### src/inc/arsc_pkg.sv
package arsc_pkg;

  // Alert-response address with the read bit set
  localparam logic [7:0] ARSC_ARA_RD_BYTE = 8'h19;
  localparam logic [7:0] ARSC_CRC_POLY = 8'h07;
  localparam logic [7:0] ARSC_CRC_INIT = 8'h00;
  localparam int ARSC_ADDR_W = 7;
  localparam int ARSC_SETPT_W = 8;
  localparam logic [3:0] ARSC_BIT_LAST = 4'h8;
  localparam logic ARSC_ADDR_LSB = 1'b1;

  localparam int ARSC_CLK_PERIOD_NS = 20;
  localparam int ARSC_PGW_TOGGLE_NS = 1000000;
  localparam int ARSC_PGW_TOGGLE_CYC = ARSC_PGW_TOGGLE_NS / ARSC_CLK_PERIOD_NS;
  localparam int ARSC_PGW_CNT_W = 16;

  // Reset levels
  localparam logic ARSC_ALERT_RST = 1'b1;
  localparam logic ARSC_PRES_N_RST = 1'b0;
  localparam logic ARSC_FAULT_N_RST = 1'b1;
  localparam logic ARSC_PGW_N_RST = 1'b0;

  typedef enum logic [2:0] {
    ARSC_IDLE,
    ARSC_ADDR,
    ARSC_ADDR_ACK,
    ARSC_TX,
    ARSC_HOST_ACK,
    ARSC_IGNORE
  } arsc_state_t;

  function automatic logic [7:0] arsc_crc8(input logic [7:0] crc_in, input logic [7:0] data);
    logic [7:0] c;
    c = crc_in ^ data;
    for (int i = 0; i < 8; i++) begin
      c = c[7] ? ((c << 1) ^ ARSC_CRC_POLY) : (c << 1);
    end
    return c;
  endfunction

endpackage

### src/rtl/arsc_bus_sense.sv
`timescale 1ns/10ps
module arsc_bus_sense
  import arsc_pkg::*;
(
  input wire logic clk,
  input wire logic rst,
  input wire logic scl_i,
  input wire logic sda_i,
  output logic scl_rise,
  output logic scl_fall,
  output logic start_det,
  output logic stop_det,
  output logic sda_now
);

  typedef struct packed {
    logic scl_q;
    logic sda_q;
    logic scl_p;
    logic sda_p;
  } arsc_sense_t;

  arsc_sense_t st_ff;
  arsc_sense_t nxt_st;

  always_comb begin
    nxt_st = st_ff;
    nxt_st.scl_q = scl_i;
    nxt_st.sda_q = sda_i;
    nxt_st.scl_p = st_ff.scl_q;
    nxt_st.sda_p = st_ff.sda_q;
  end

  always_ff @(posedge clk or posedge rst) begin
    if (rst) begin
      st_ff <= '{scl_q: 1'b1, sda_q: 1'b1, scl_p: 1'b1, sda_p: 1'b1};
    end else begin
      st_ff <= nxt_st;
    end
  end

  // Host owns every clock edge; only sensed here
  assign scl_rise = st_ff.scl_q & ~st_ff.scl_p;
  assign scl_fall = ~st_ff.scl_q & st_ff.scl_p;
  assign start_det = st_ff.scl_q & st_ff.scl_p & st_ff.sda_p & ~st_ff.sda_q;
  assign stop_det = st_ff.scl_q & st_ff.scl_p & ~st_ff.sda_p & st_ff.sda_q;
  assign sda_now = st_ff.sda_q;

endmodule // arsc_bus_sense

### src/rtl/arsc_top.sv
`timescale 1ns/10ps
// Contract
// - Pull shared alert low whenever internal state changes.
// - Answer alert-response read with own address only while alert asserted.
// - Sequence: start, ARA+read, ack, address, ack, PEC, nack, stop.
// - Wired-AND bitwise arbitration lets lowest responding address win.
// - Address byte holds 7-bit address in upper bits, lsb free.
// - Read back sent byte; release alert only if it matches own address.
// - Hardware setpoint rules until software setpoint written, then ignored.
// - After bias recycle, default config and hardware setpoint again.
// - Output on only while active-low on/off request held low.
// - Interlock released turns output off regardless of on/off request.
// - In RS485 mode the on/off request is ignored.
// - Presence output held low at all times.
// - Power-good warning high while delivered, low before regulation loss.
// - Power-good warning toggles every 1 ms while in overload.
// - Fault output low on fan, over-temp, over-voltage or internal fault.
// - Alert stays latched until clear-faults or a won alert-response read; bias recycle sets it.
// - PEC is CRC-8 x^8+x^2+x+1 over all bytes incl. address.
module arsc_top
  import arsc_pkg::*;
#(
  parameter int ADDR_W = ARSC_ADDR_W,
  parameter int SETPT_W = ARSC_SETPT_W,
  parameter int PGW_TOGGLE_CYC = ARSC_PGW_TOGGLE_CYC
)
(
  input wire logic clk,
  input wire logic rst,
  input wire logic scl_i,
  input wire logic sda_i,
  output logic sda_o,
  output logic sda_oe,
  output logic alert_o,
  output logic alert_oe,
  input wire logic [ADDR_W-1:0] own_address,
  input wire logic state_change,
  input wire logic clear_faults,
  input wire logic on_off_req_n,
  input wire logic interlock_ok,
  input wire logic rs485_mode,
  input wire logic [SETPT_W-1:0] hw_setpoint,
  input wire logic [SETPT_W-1:0] sw_setpoint,
  input wire logic sw_setpoint_wr,
  input wire logic out_in_regulation,
  input wire logic regulation_warn,
  input wire logic overload,
  input wire logic fan_fail,
  input wire logic over_temp_shutdown,
  input wire logic over_volt_shutdown,
  input wire logic internal_fault,
  output logic main_out_en,
  output logic [SETPT_W-1:0] setpoint,
  output logic presence_n,
  output logic output_good_warn_n,
  output logic fault_n
);

  typedef struct packed {
    arsc_state_t fsm;
    logic [3:0] bit_cnt;
    logic [7:0] rx_byte;
    logic [7:0] tx_byte;
    logic [7:0] pec;
    logic is_pec;
    logic lost;
    logic drive_low;
    logic alert;
    logic main_en;
    logic sw_override;
    logic [SETPT_W-1:0] setpt;
    logic [ARSC_PGW_CNT_W-1:0] pgw_cnt;
    logic pgw_phase;
    logic pgw_n;
    logic fault_n;
    logic pres_n;
  } arsc_top_t;

  arsc_top_t st_ff;
  arsc_top_t nxt_st;

  logic scl_rise;
  logic scl_fall;
  logic start_det;
  logic stop_det;
  logic sda_now;
  logic [7:0] own_byte;
  logic alert_release;

  arsc_bus_sense u_sense (
    .clk(clk),
    .rst(rst),
    .scl_i(scl_i),
    .sda_i(sda_i),
    .scl_rise(scl_rise),
    .scl_fall(scl_fall),
    .start_det(start_det),
    .stop_det(stop_det),
    .sda_now(sda_now)
  );

  assign own_byte = {own_address, ARSC_ADDR_LSB};

  always_comb begin
    nxt_st = st_ff;
    alert_release = 1'b0;

    unique case (st_ff.fsm)
      ARSC_IDLE: begin
      end
      ARSC_ADDR: begin
        if (scl_rise) begin
          nxt_st.rx_byte = {st_ff.rx_byte[6:0], sda_now};
          nxt_st.bit_cnt = st_ff.bit_cnt + 4'h1;
        end else if (scl_fall && st_ff.bit_cnt == ARSC_BIT_LAST) begin
          // Only an asserted alert may claim the alert-response read
          if (st_ff.rx_byte == ARSC_ARA_RD_BYTE && st_ff.alert) begin
            nxt_st.drive_low = 1'b1;
            nxt_st.fsm = ARSC_ADDR_ACK;
          end else begin
            nxt_st.fsm = ARSC_IGNORE;
          end
        end
      end
      ARSC_ADDR_ACK: begin
        if (scl_fall) begin
          nxt_st.tx_byte = own_byte;
          nxt_st.pec = arsc_crc8(arsc_crc8(ARSC_CRC_INIT, ARSC_ARA_RD_BYTE), own_byte);
          nxt_st.is_pec = 1'b0;
          nxt_st.lost = 1'b0;
          nxt_st.bit_cnt = 4'h0;
          nxt_st.drive_low = ~own_byte[7];
          nxt_st.fsm = ARSC_TX;
        end
      end
      ARSC_TX: begin
        if (scl_rise) begin
          nxt_st.rx_byte = {st_ff.rx_byte[6:0], sda_now};
          nxt_st.bit_cnt = st_ff.bit_cnt + 4'h1;
          // Released a one but bus shows zero: lower address wins
          if (!st_ff.drive_low && !sda_now) begin
            nxt_st.lost = 1'b1;
          end
        end else if (scl_fall) begin
          if (st_ff.bit_cnt == ARSC_BIT_LAST) begin
            nxt_st.drive_low = 1'b0;
            nxt_st.fsm = ARSC_HOST_ACK;
            if (!st_ff.is_pec && !st_ff.lost && st_ff.rx_byte[7:1] == own_address) begin
              alert_release = 1'b1;
            end
          end else begin
            nxt_st.tx_byte = {st_ff.tx_byte[6:0], 1'b0};
            // Once beaten, stay off the line for the rest of the byte
            nxt_st.drive_low = ~st_ff.lost & ~st_ff.tx_byte[6];
          end
        end
      end
      ARSC_HOST_ACK: begin
        if (scl_rise) begin
          nxt_st.rx_byte = {st_ff.rx_byte[6:0], sda_now};
        end else if (scl_fall) begin
          if (st_ff.is_pec || st_ff.lost || st_ff.rx_byte[0]) begin
            nxt_st.fsm = ARSC_IGNORE;
          end else begin
            nxt_st.tx_byte = st_ff.pec;
            nxt_st.is_pec = 1'b1;
            nxt_st.bit_cnt = 4'h0;
            nxt_st.drive_low = ~st_ff.pec[7];
            nxt_st.fsm = ARSC_TX;
          end
        end
      end
      ARSC_IGNORE: begin
      end
    endcase

    // Start and stop override any byte in flight
    if (start_det) begin
      nxt_st.fsm = ARSC_ADDR;
      nxt_st.bit_cnt = 4'h0;
      nxt_st.drive_low = 1'b0;
    end else if (stop_det) begin
      nxt_st.fsm = ARSC_IDLE;
      nxt_st.drive_low = 1'b0;
    end

    // New state change wins over any clear in the same cycle
    if (state_change) begin
      nxt_st.alert = 1'b1;
    end else if (clear_faults || alert_release) begin
      nxt_st.alert = 1'b0;
    end

    // Software setpoint latches until bias recycle (reset)
    if (sw_setpoint_wr) begin
      nxt_st.sw_override = 1'b1;
      nxt_st.setpt = sw_setpoint;
    end else if (!st_ff.sw_override) begin
      nxt_st.setpt = hw_setpoint;
    end

    nxt_st.main_en = interlock_ok & (rs485_mode | ~on_off_req_n);

    // Overload blink train; counter idles otherwise to keep phase defined
    if (overload) begin
      if (st_ff.pgw_cnt >= ARSC_PGW_CNT_W'(PGW_TOGGLE_CYC - 1)) begin
        nxt_st.pgw_cnt = '0;
        nxt_st.pgw_phase = ~st_ff.pgw_phase;
      end else begin
        nxt_st.pgw_cnt = st_ff.pgw_cnt + ARSC_PGW_CNT_W'(1);
      end
      nxt_st.pgw_n = st_ff.pgw_phase;
    end else begin
      nxt_st.pgw_cnt = '0;
      nxt_st.pgw_phase = 1'b0;
      nxt_st.pgw_n = st_ff.main_en & out_in_regulation & ~regulation_warn;
    end

    nxt_st.fault_n = ~(fan_fail | over_temp_shutdown | over_volt_shutdown | internal_fault);
    nxt_st.pres_n = 1'b0;
  end

  always_ff @(posedge clk or posedge rst) begin
    if (rst) begin
      st_ff <= '{fsm: ARSC_IDLE, bit_cnt: 4'h0, rx_byte: 8'h00, tx_byte: 8'h00, pec: 8'h00,
                 is_pec: 1'b0, lost: 1'b0, drive_low: 1'b0, alert: ARSC_ALERT_RST, main_en: 1'b0,
                 sw_override: 1'b0, setpt: '0, pgw_cnt: '0, pgw_phase: 1'b0,
                 pgw_n: ARSC_PGW_N_RST, fault_n: ARSC_FAULT_N_RST, pres_n: ARSC_PRES_N_RST};
    end else begin
      st_ff <= nxt_st;
    end
  end

  // Open-drain pins only ever pull low
  assign sda_o = 1'b0;
  assign sda_oe = st_ff.drive_low;
  assign alert_o = 1'b0;
  assign alert_oe = st_ff.alert;
  assign main_out_en = st_ff.main_en;
  assign setpoint = st_ff.setpt;
  assign presence_n = st_ff.pres_n;
  assign output_good_warn_n = st_ff.pgw_n;
  assign fault_n = st_ff.fault_n;

endmodule // arsc_top
### config.mk
export PLATFORM = sky130hd
export DESIGN_NAME = arsc_top
export DESIGN_NICKNAME = d
export VERILOG_FILES = /design/src/inc/arsc_pkg.sv /design/src/rtl/arsc_bus_sense.sv /design/src/rtl/arsc_top.sv
export SDC_FILE = /design/constraint.sdc
export NUM_CORES = 1
export LEC_CHECK = 0
export BUFFER_PORTS_ARGS = -buffer_cell sky130_fd_sc_hd__buf_2
export CORE_UTILIZATION = 60
export CTS_CLUSTER_SIZE = 8
export DETAILED_ROUTE_END_ITERATION = 8
export PLACE_DENSITY = 0.93
export SLEW_MARGIN = 20
export SYNTH_ARGS = -nofsm -noshare
export SYNTH_HDL_FRONTEND = slang
export SYNTH_SLANG_ARGS = --single-unit
### constraint.sdc
create_clock -name clk -period 4.7 [get_ports clk]
set_input_delay 0.94 -clock clk [delete_from_list [all_inputs] [get_ports clk]]
set_output_delay 0.94 -clock clk [all_outputs]
set_load 0.02 [all_outputs]
==> metrics.md <==
| Metric | Value |
|---|---|
| I/O pin count | 56 |
| Met2 GRT Util | 0.412 |
| Share of the synthesized area in the top cell type | 0.423 |
| Min Tclk post-route | 2.08 ns |
| CTS Buf Count | 9 |
| Yosys top cell by area | dfrtp_1 |
| Worst Hold Class | reg -> reg |
| Layout cells sized above 1 | 0.244 |
| Footprint of the multi-input gates | 1690 µm² |
| FILL cells | 401 |
| GRT Max-Usage Layer | met2 |
| Core area | 5640 µm² |
| CTS Sinks | 67 |
| Crit Path Max Fanout | 13 |
| Dominant cells by area after synthesis | dfrtp_1 (42%), xnor2_1 (6.3%), mux2i_1 (4.4%) |
| Clock buffer depth | 2 |
| Sequential share of power | 0.489 |
| FF/Latch Area | 1680 µm² |
| Gpl congestion | 0.932 |
| Syn Std Cell Area | 3600 µm² |
| Internal Power | 1.03 mW |
| First drt pass iteration count | 5 |
| R2R setup slack | 2.62 ns |
| Synth Register Bits | 67 |
| CTS tree | built |
| RSZ-0062 raised after global routing | no |
| Maximum vdd drop | 0.200 mV |
| Post-synth top flop | dfrtp_1 |
| Setup TNS | 0 ns |
| Post CTS Setup Buffer Count | 0 |
| Tcrit/Tclk final | 0.442 |
| Vias per inst | 6.01 |
| Number of synthesized flops with an enable pin | 0 |
| Final setup viols | 0 |
| Largest net degree at the start of global routing | 36 |
| Final HPWL DP | 5.25 mm |
| Ys Warns | 0 |
| Syn Area/Cell | 10.3 µm² |
| Tot Pwr | 1.48 mW |
| Final Hold Viols | 0 |
| Port Buffers | 52 |
| Worst-path clk slew | 0.07 ns |
| Starting density of the core | 0.639 |
| GR Layer Usage met1 | 0.344 |
| DRC Markers | 0 |
| Worst skew pair latency | 0.35 ns |
| DRT antenna net count | 0 |
| Outcome | finished, final reports clean |
| FP Rows | 27 |
| Synth cell types | 61 |
| Ant diodes | 0 |
| Worst Setup Path Type | reg -> reg |
| Startpoint Class | flop |
| Via count | 2,794 |
| Crit path DAT | 2.31 ns |
| Switching Share | 0.302 |
| Pwr dens | 371 nW/µm² |
| Drt first-iter violations | 244 |
| Synth Instances | 349 |
| Area delta synth->final | 10.9% |
| Final Max Slew Viols | 0 |
| Final nets | 431 |
| First-pass GRT wire length | 12.7 mm |
| Net Sw Power | 0.448 mW |
| Seq/Total Area, Yosys | 0.467 |
| Post-DP Area | 3800 µm² |
| Asr flop ratio synth | 1.00 |
| CTS Root Cell | clkbuf_8 |
| Worst EP required | 4.93 ns |
| Worst setup EP type | flop |
| Vias in the first global route | 2,694 |
| Die Y | 79.5 µm |
| P_leak | 1.79 nW |
| GR met3 Demand/Resource | 0.0549 |
| Actual slew at the worst max-slew pin | 0.806 ns |
| H-tree levels | 3 |
| Hold Buf Count CTS | 0 |
| Final Skew | 0.00892 ns |
| Max Cap Viol | 0 |
| Die Area | 6320 µm² |
| DRT Wirelength | 7.47 mm |
| Worst slew margin | 0.463 |
| Grt total ovfl | 0 |
| Initial antenna violation count | 0 |
| Post-CTS sizing | 0 |
| Clk pwr share | 0.311 |
| WL/cell | 16.1 µm |
| Die X-Extent | 79.5 µm |
| Post-route cell area | 4000 µm² |
| Fmax | 481 MHz |
| All-Layer GR Usage | 0.264 |
| Comb pwr share | 0.199 |
-- through the flow --
stage	hold WS (ns)	setup WS [ns]	std cells	utilization
after global routing	0.416	2.52	465	0.709
after floorplan	0.360	2.09	351	-
after CTS	0.409	2.65	465	0.709
after global placement	0.401	2.55	449	0.674
after detailed placement	0.403	2.51	449	0.674
final	0.411	2.62	465	0.709
-- layer usage --
metal	routed length, µm	vias to the layer above
li1	-	1311
met1	3260	1350
met2	3610	112
met3	440	21
met4	167	0
met5	0	-
-- worst paths after layout --
check | cells after the start | from | end
max | 4 | u_sense.st_ff[1]$_DFF_PP1_ | st_ff[42]$_DFFE_PP0P_
max reg2reg | 4 | u_sense.st_ff[1]$_DFF_PP1_ | st_ff[42]$_DFFE_PP0P_
min | 0 | u_sense.sda_now$_DFF_PP1_ | u_sense.st_ff[0]$_DFF_PP1_
min reg2reg | 0 | u_sense.sda_now$_DFF_PP1_ | u_sense.st_ff[0]$_DFF_PP1_
min in group asynchronous | 2 | rst | st_ff[3]$_DFFE_PP0P_
max in group asynchronous | 3 | rst | alert_oe$_DFFE_PP1P_
-- critical path, cell delays in order (launching register included) --
cell	delay [ns]
dfstp_2	0.66
nor2b_1	0.42
nand2_1	0.18
o22ai_4	0.36
mux2_1	0.35
-- power groups by stage --
stage / clock network, mW / registers [mW] / logic [mW]
global route: 0.501 / 0.736 / 0.329
global placement: 0 / 0.728 / 0.284
detailed placement: 0 / 0.733 / 0.294
CTS: 0.468 / 0.723 / 0.295
floorplan: 0 / 0.704 / 0.244
finish: 0.462 / 0.726 / 0.295
-- cells in the mapped netlist (2+ instances only) --
cell and instances:
nor3_1 18, and2b_1 2, mux2_2 9, a222oi_1 6, a211oi_1 3, nand3_1 12
buf_4 13, xnor2_1 26, inv_1 19, nand4_1 5, nor3b_1 2, nand3b_1 2
a21oi_2 2, o21ai_0 25, nor4_1 5, dfstp_2 6, nand2_1 25, ha_1 3
clkbuf_1 7, dfrtp_1 61, nor3_2 2, nor2_1 10, xor2_1 10, a32oi_1 3
nand2b_1 3, o31ai_1 2, a31oi_1 3, nor2b_1 5, mux2i_1 16, buf_2 4
a21oi_1 9, and3b_1 2
-- kinds of logic after synthesis --
logic type,share of synthesized area
and+or+nand+nor,0.169
DFF,0.467
AOI/OAI and AO/OA,0.123
adders and majority gates,0.0104
xor gates and xnor gates,0.0875
buffers and inverters,0.0659
muxes,0.0757
other,0.00104
-- cells in the final DEF, fill, tap and decap left out, types with 5 or more instances in the layout --
cell type / netlist / routed
buf_2: 4 / 52
nor3_1: 18 / 18
mux2i_1: 16 / 16
dfstp_2: 6 / 6
inv_1: 19 / 18
nand2_1: 25 / 25
nand3_1: 12 / 12
dfrtp_1: 61 / 61
nor4_1: 5 / 5
xnor2_1: 26 / 26
nor2b_1: 5 / 5
a21oi_1: 9 / 9
xor2_1: 10 / 10
nor2_1: 10 / 10
o21ai_0: 25 / 25
mux2_2: 9 / 9
a222oi_1: 6 / 6
nand4_1: 5 / 5
clkbuf_8: 0 / 13
-- layout make-up --
type                            count  area share
Sequential cell                    67       0.421
Clock buffer                       15      0.0466
Clock inverter                      1     0.00188
Timing Repair Buffer               53      0.0670
Inverter                           19      0.0178
Multi-Input combinational cell    238       0.423
Tap cell                           72      0.0225
-- registers in the layout, indices dropped and copies added, names as in the netlist --
signal and flops:
st_ff 50, setpoint 8, u_sense.st_ff 2, alert_oe 1, fault_n 1, main_out_en 1, output_good_warn_n 1, sda_oe 1
u_sense.nxt_st 1, u_sense.sda_now 1
No activity file was read; power rests on OpenSTA's default activity.
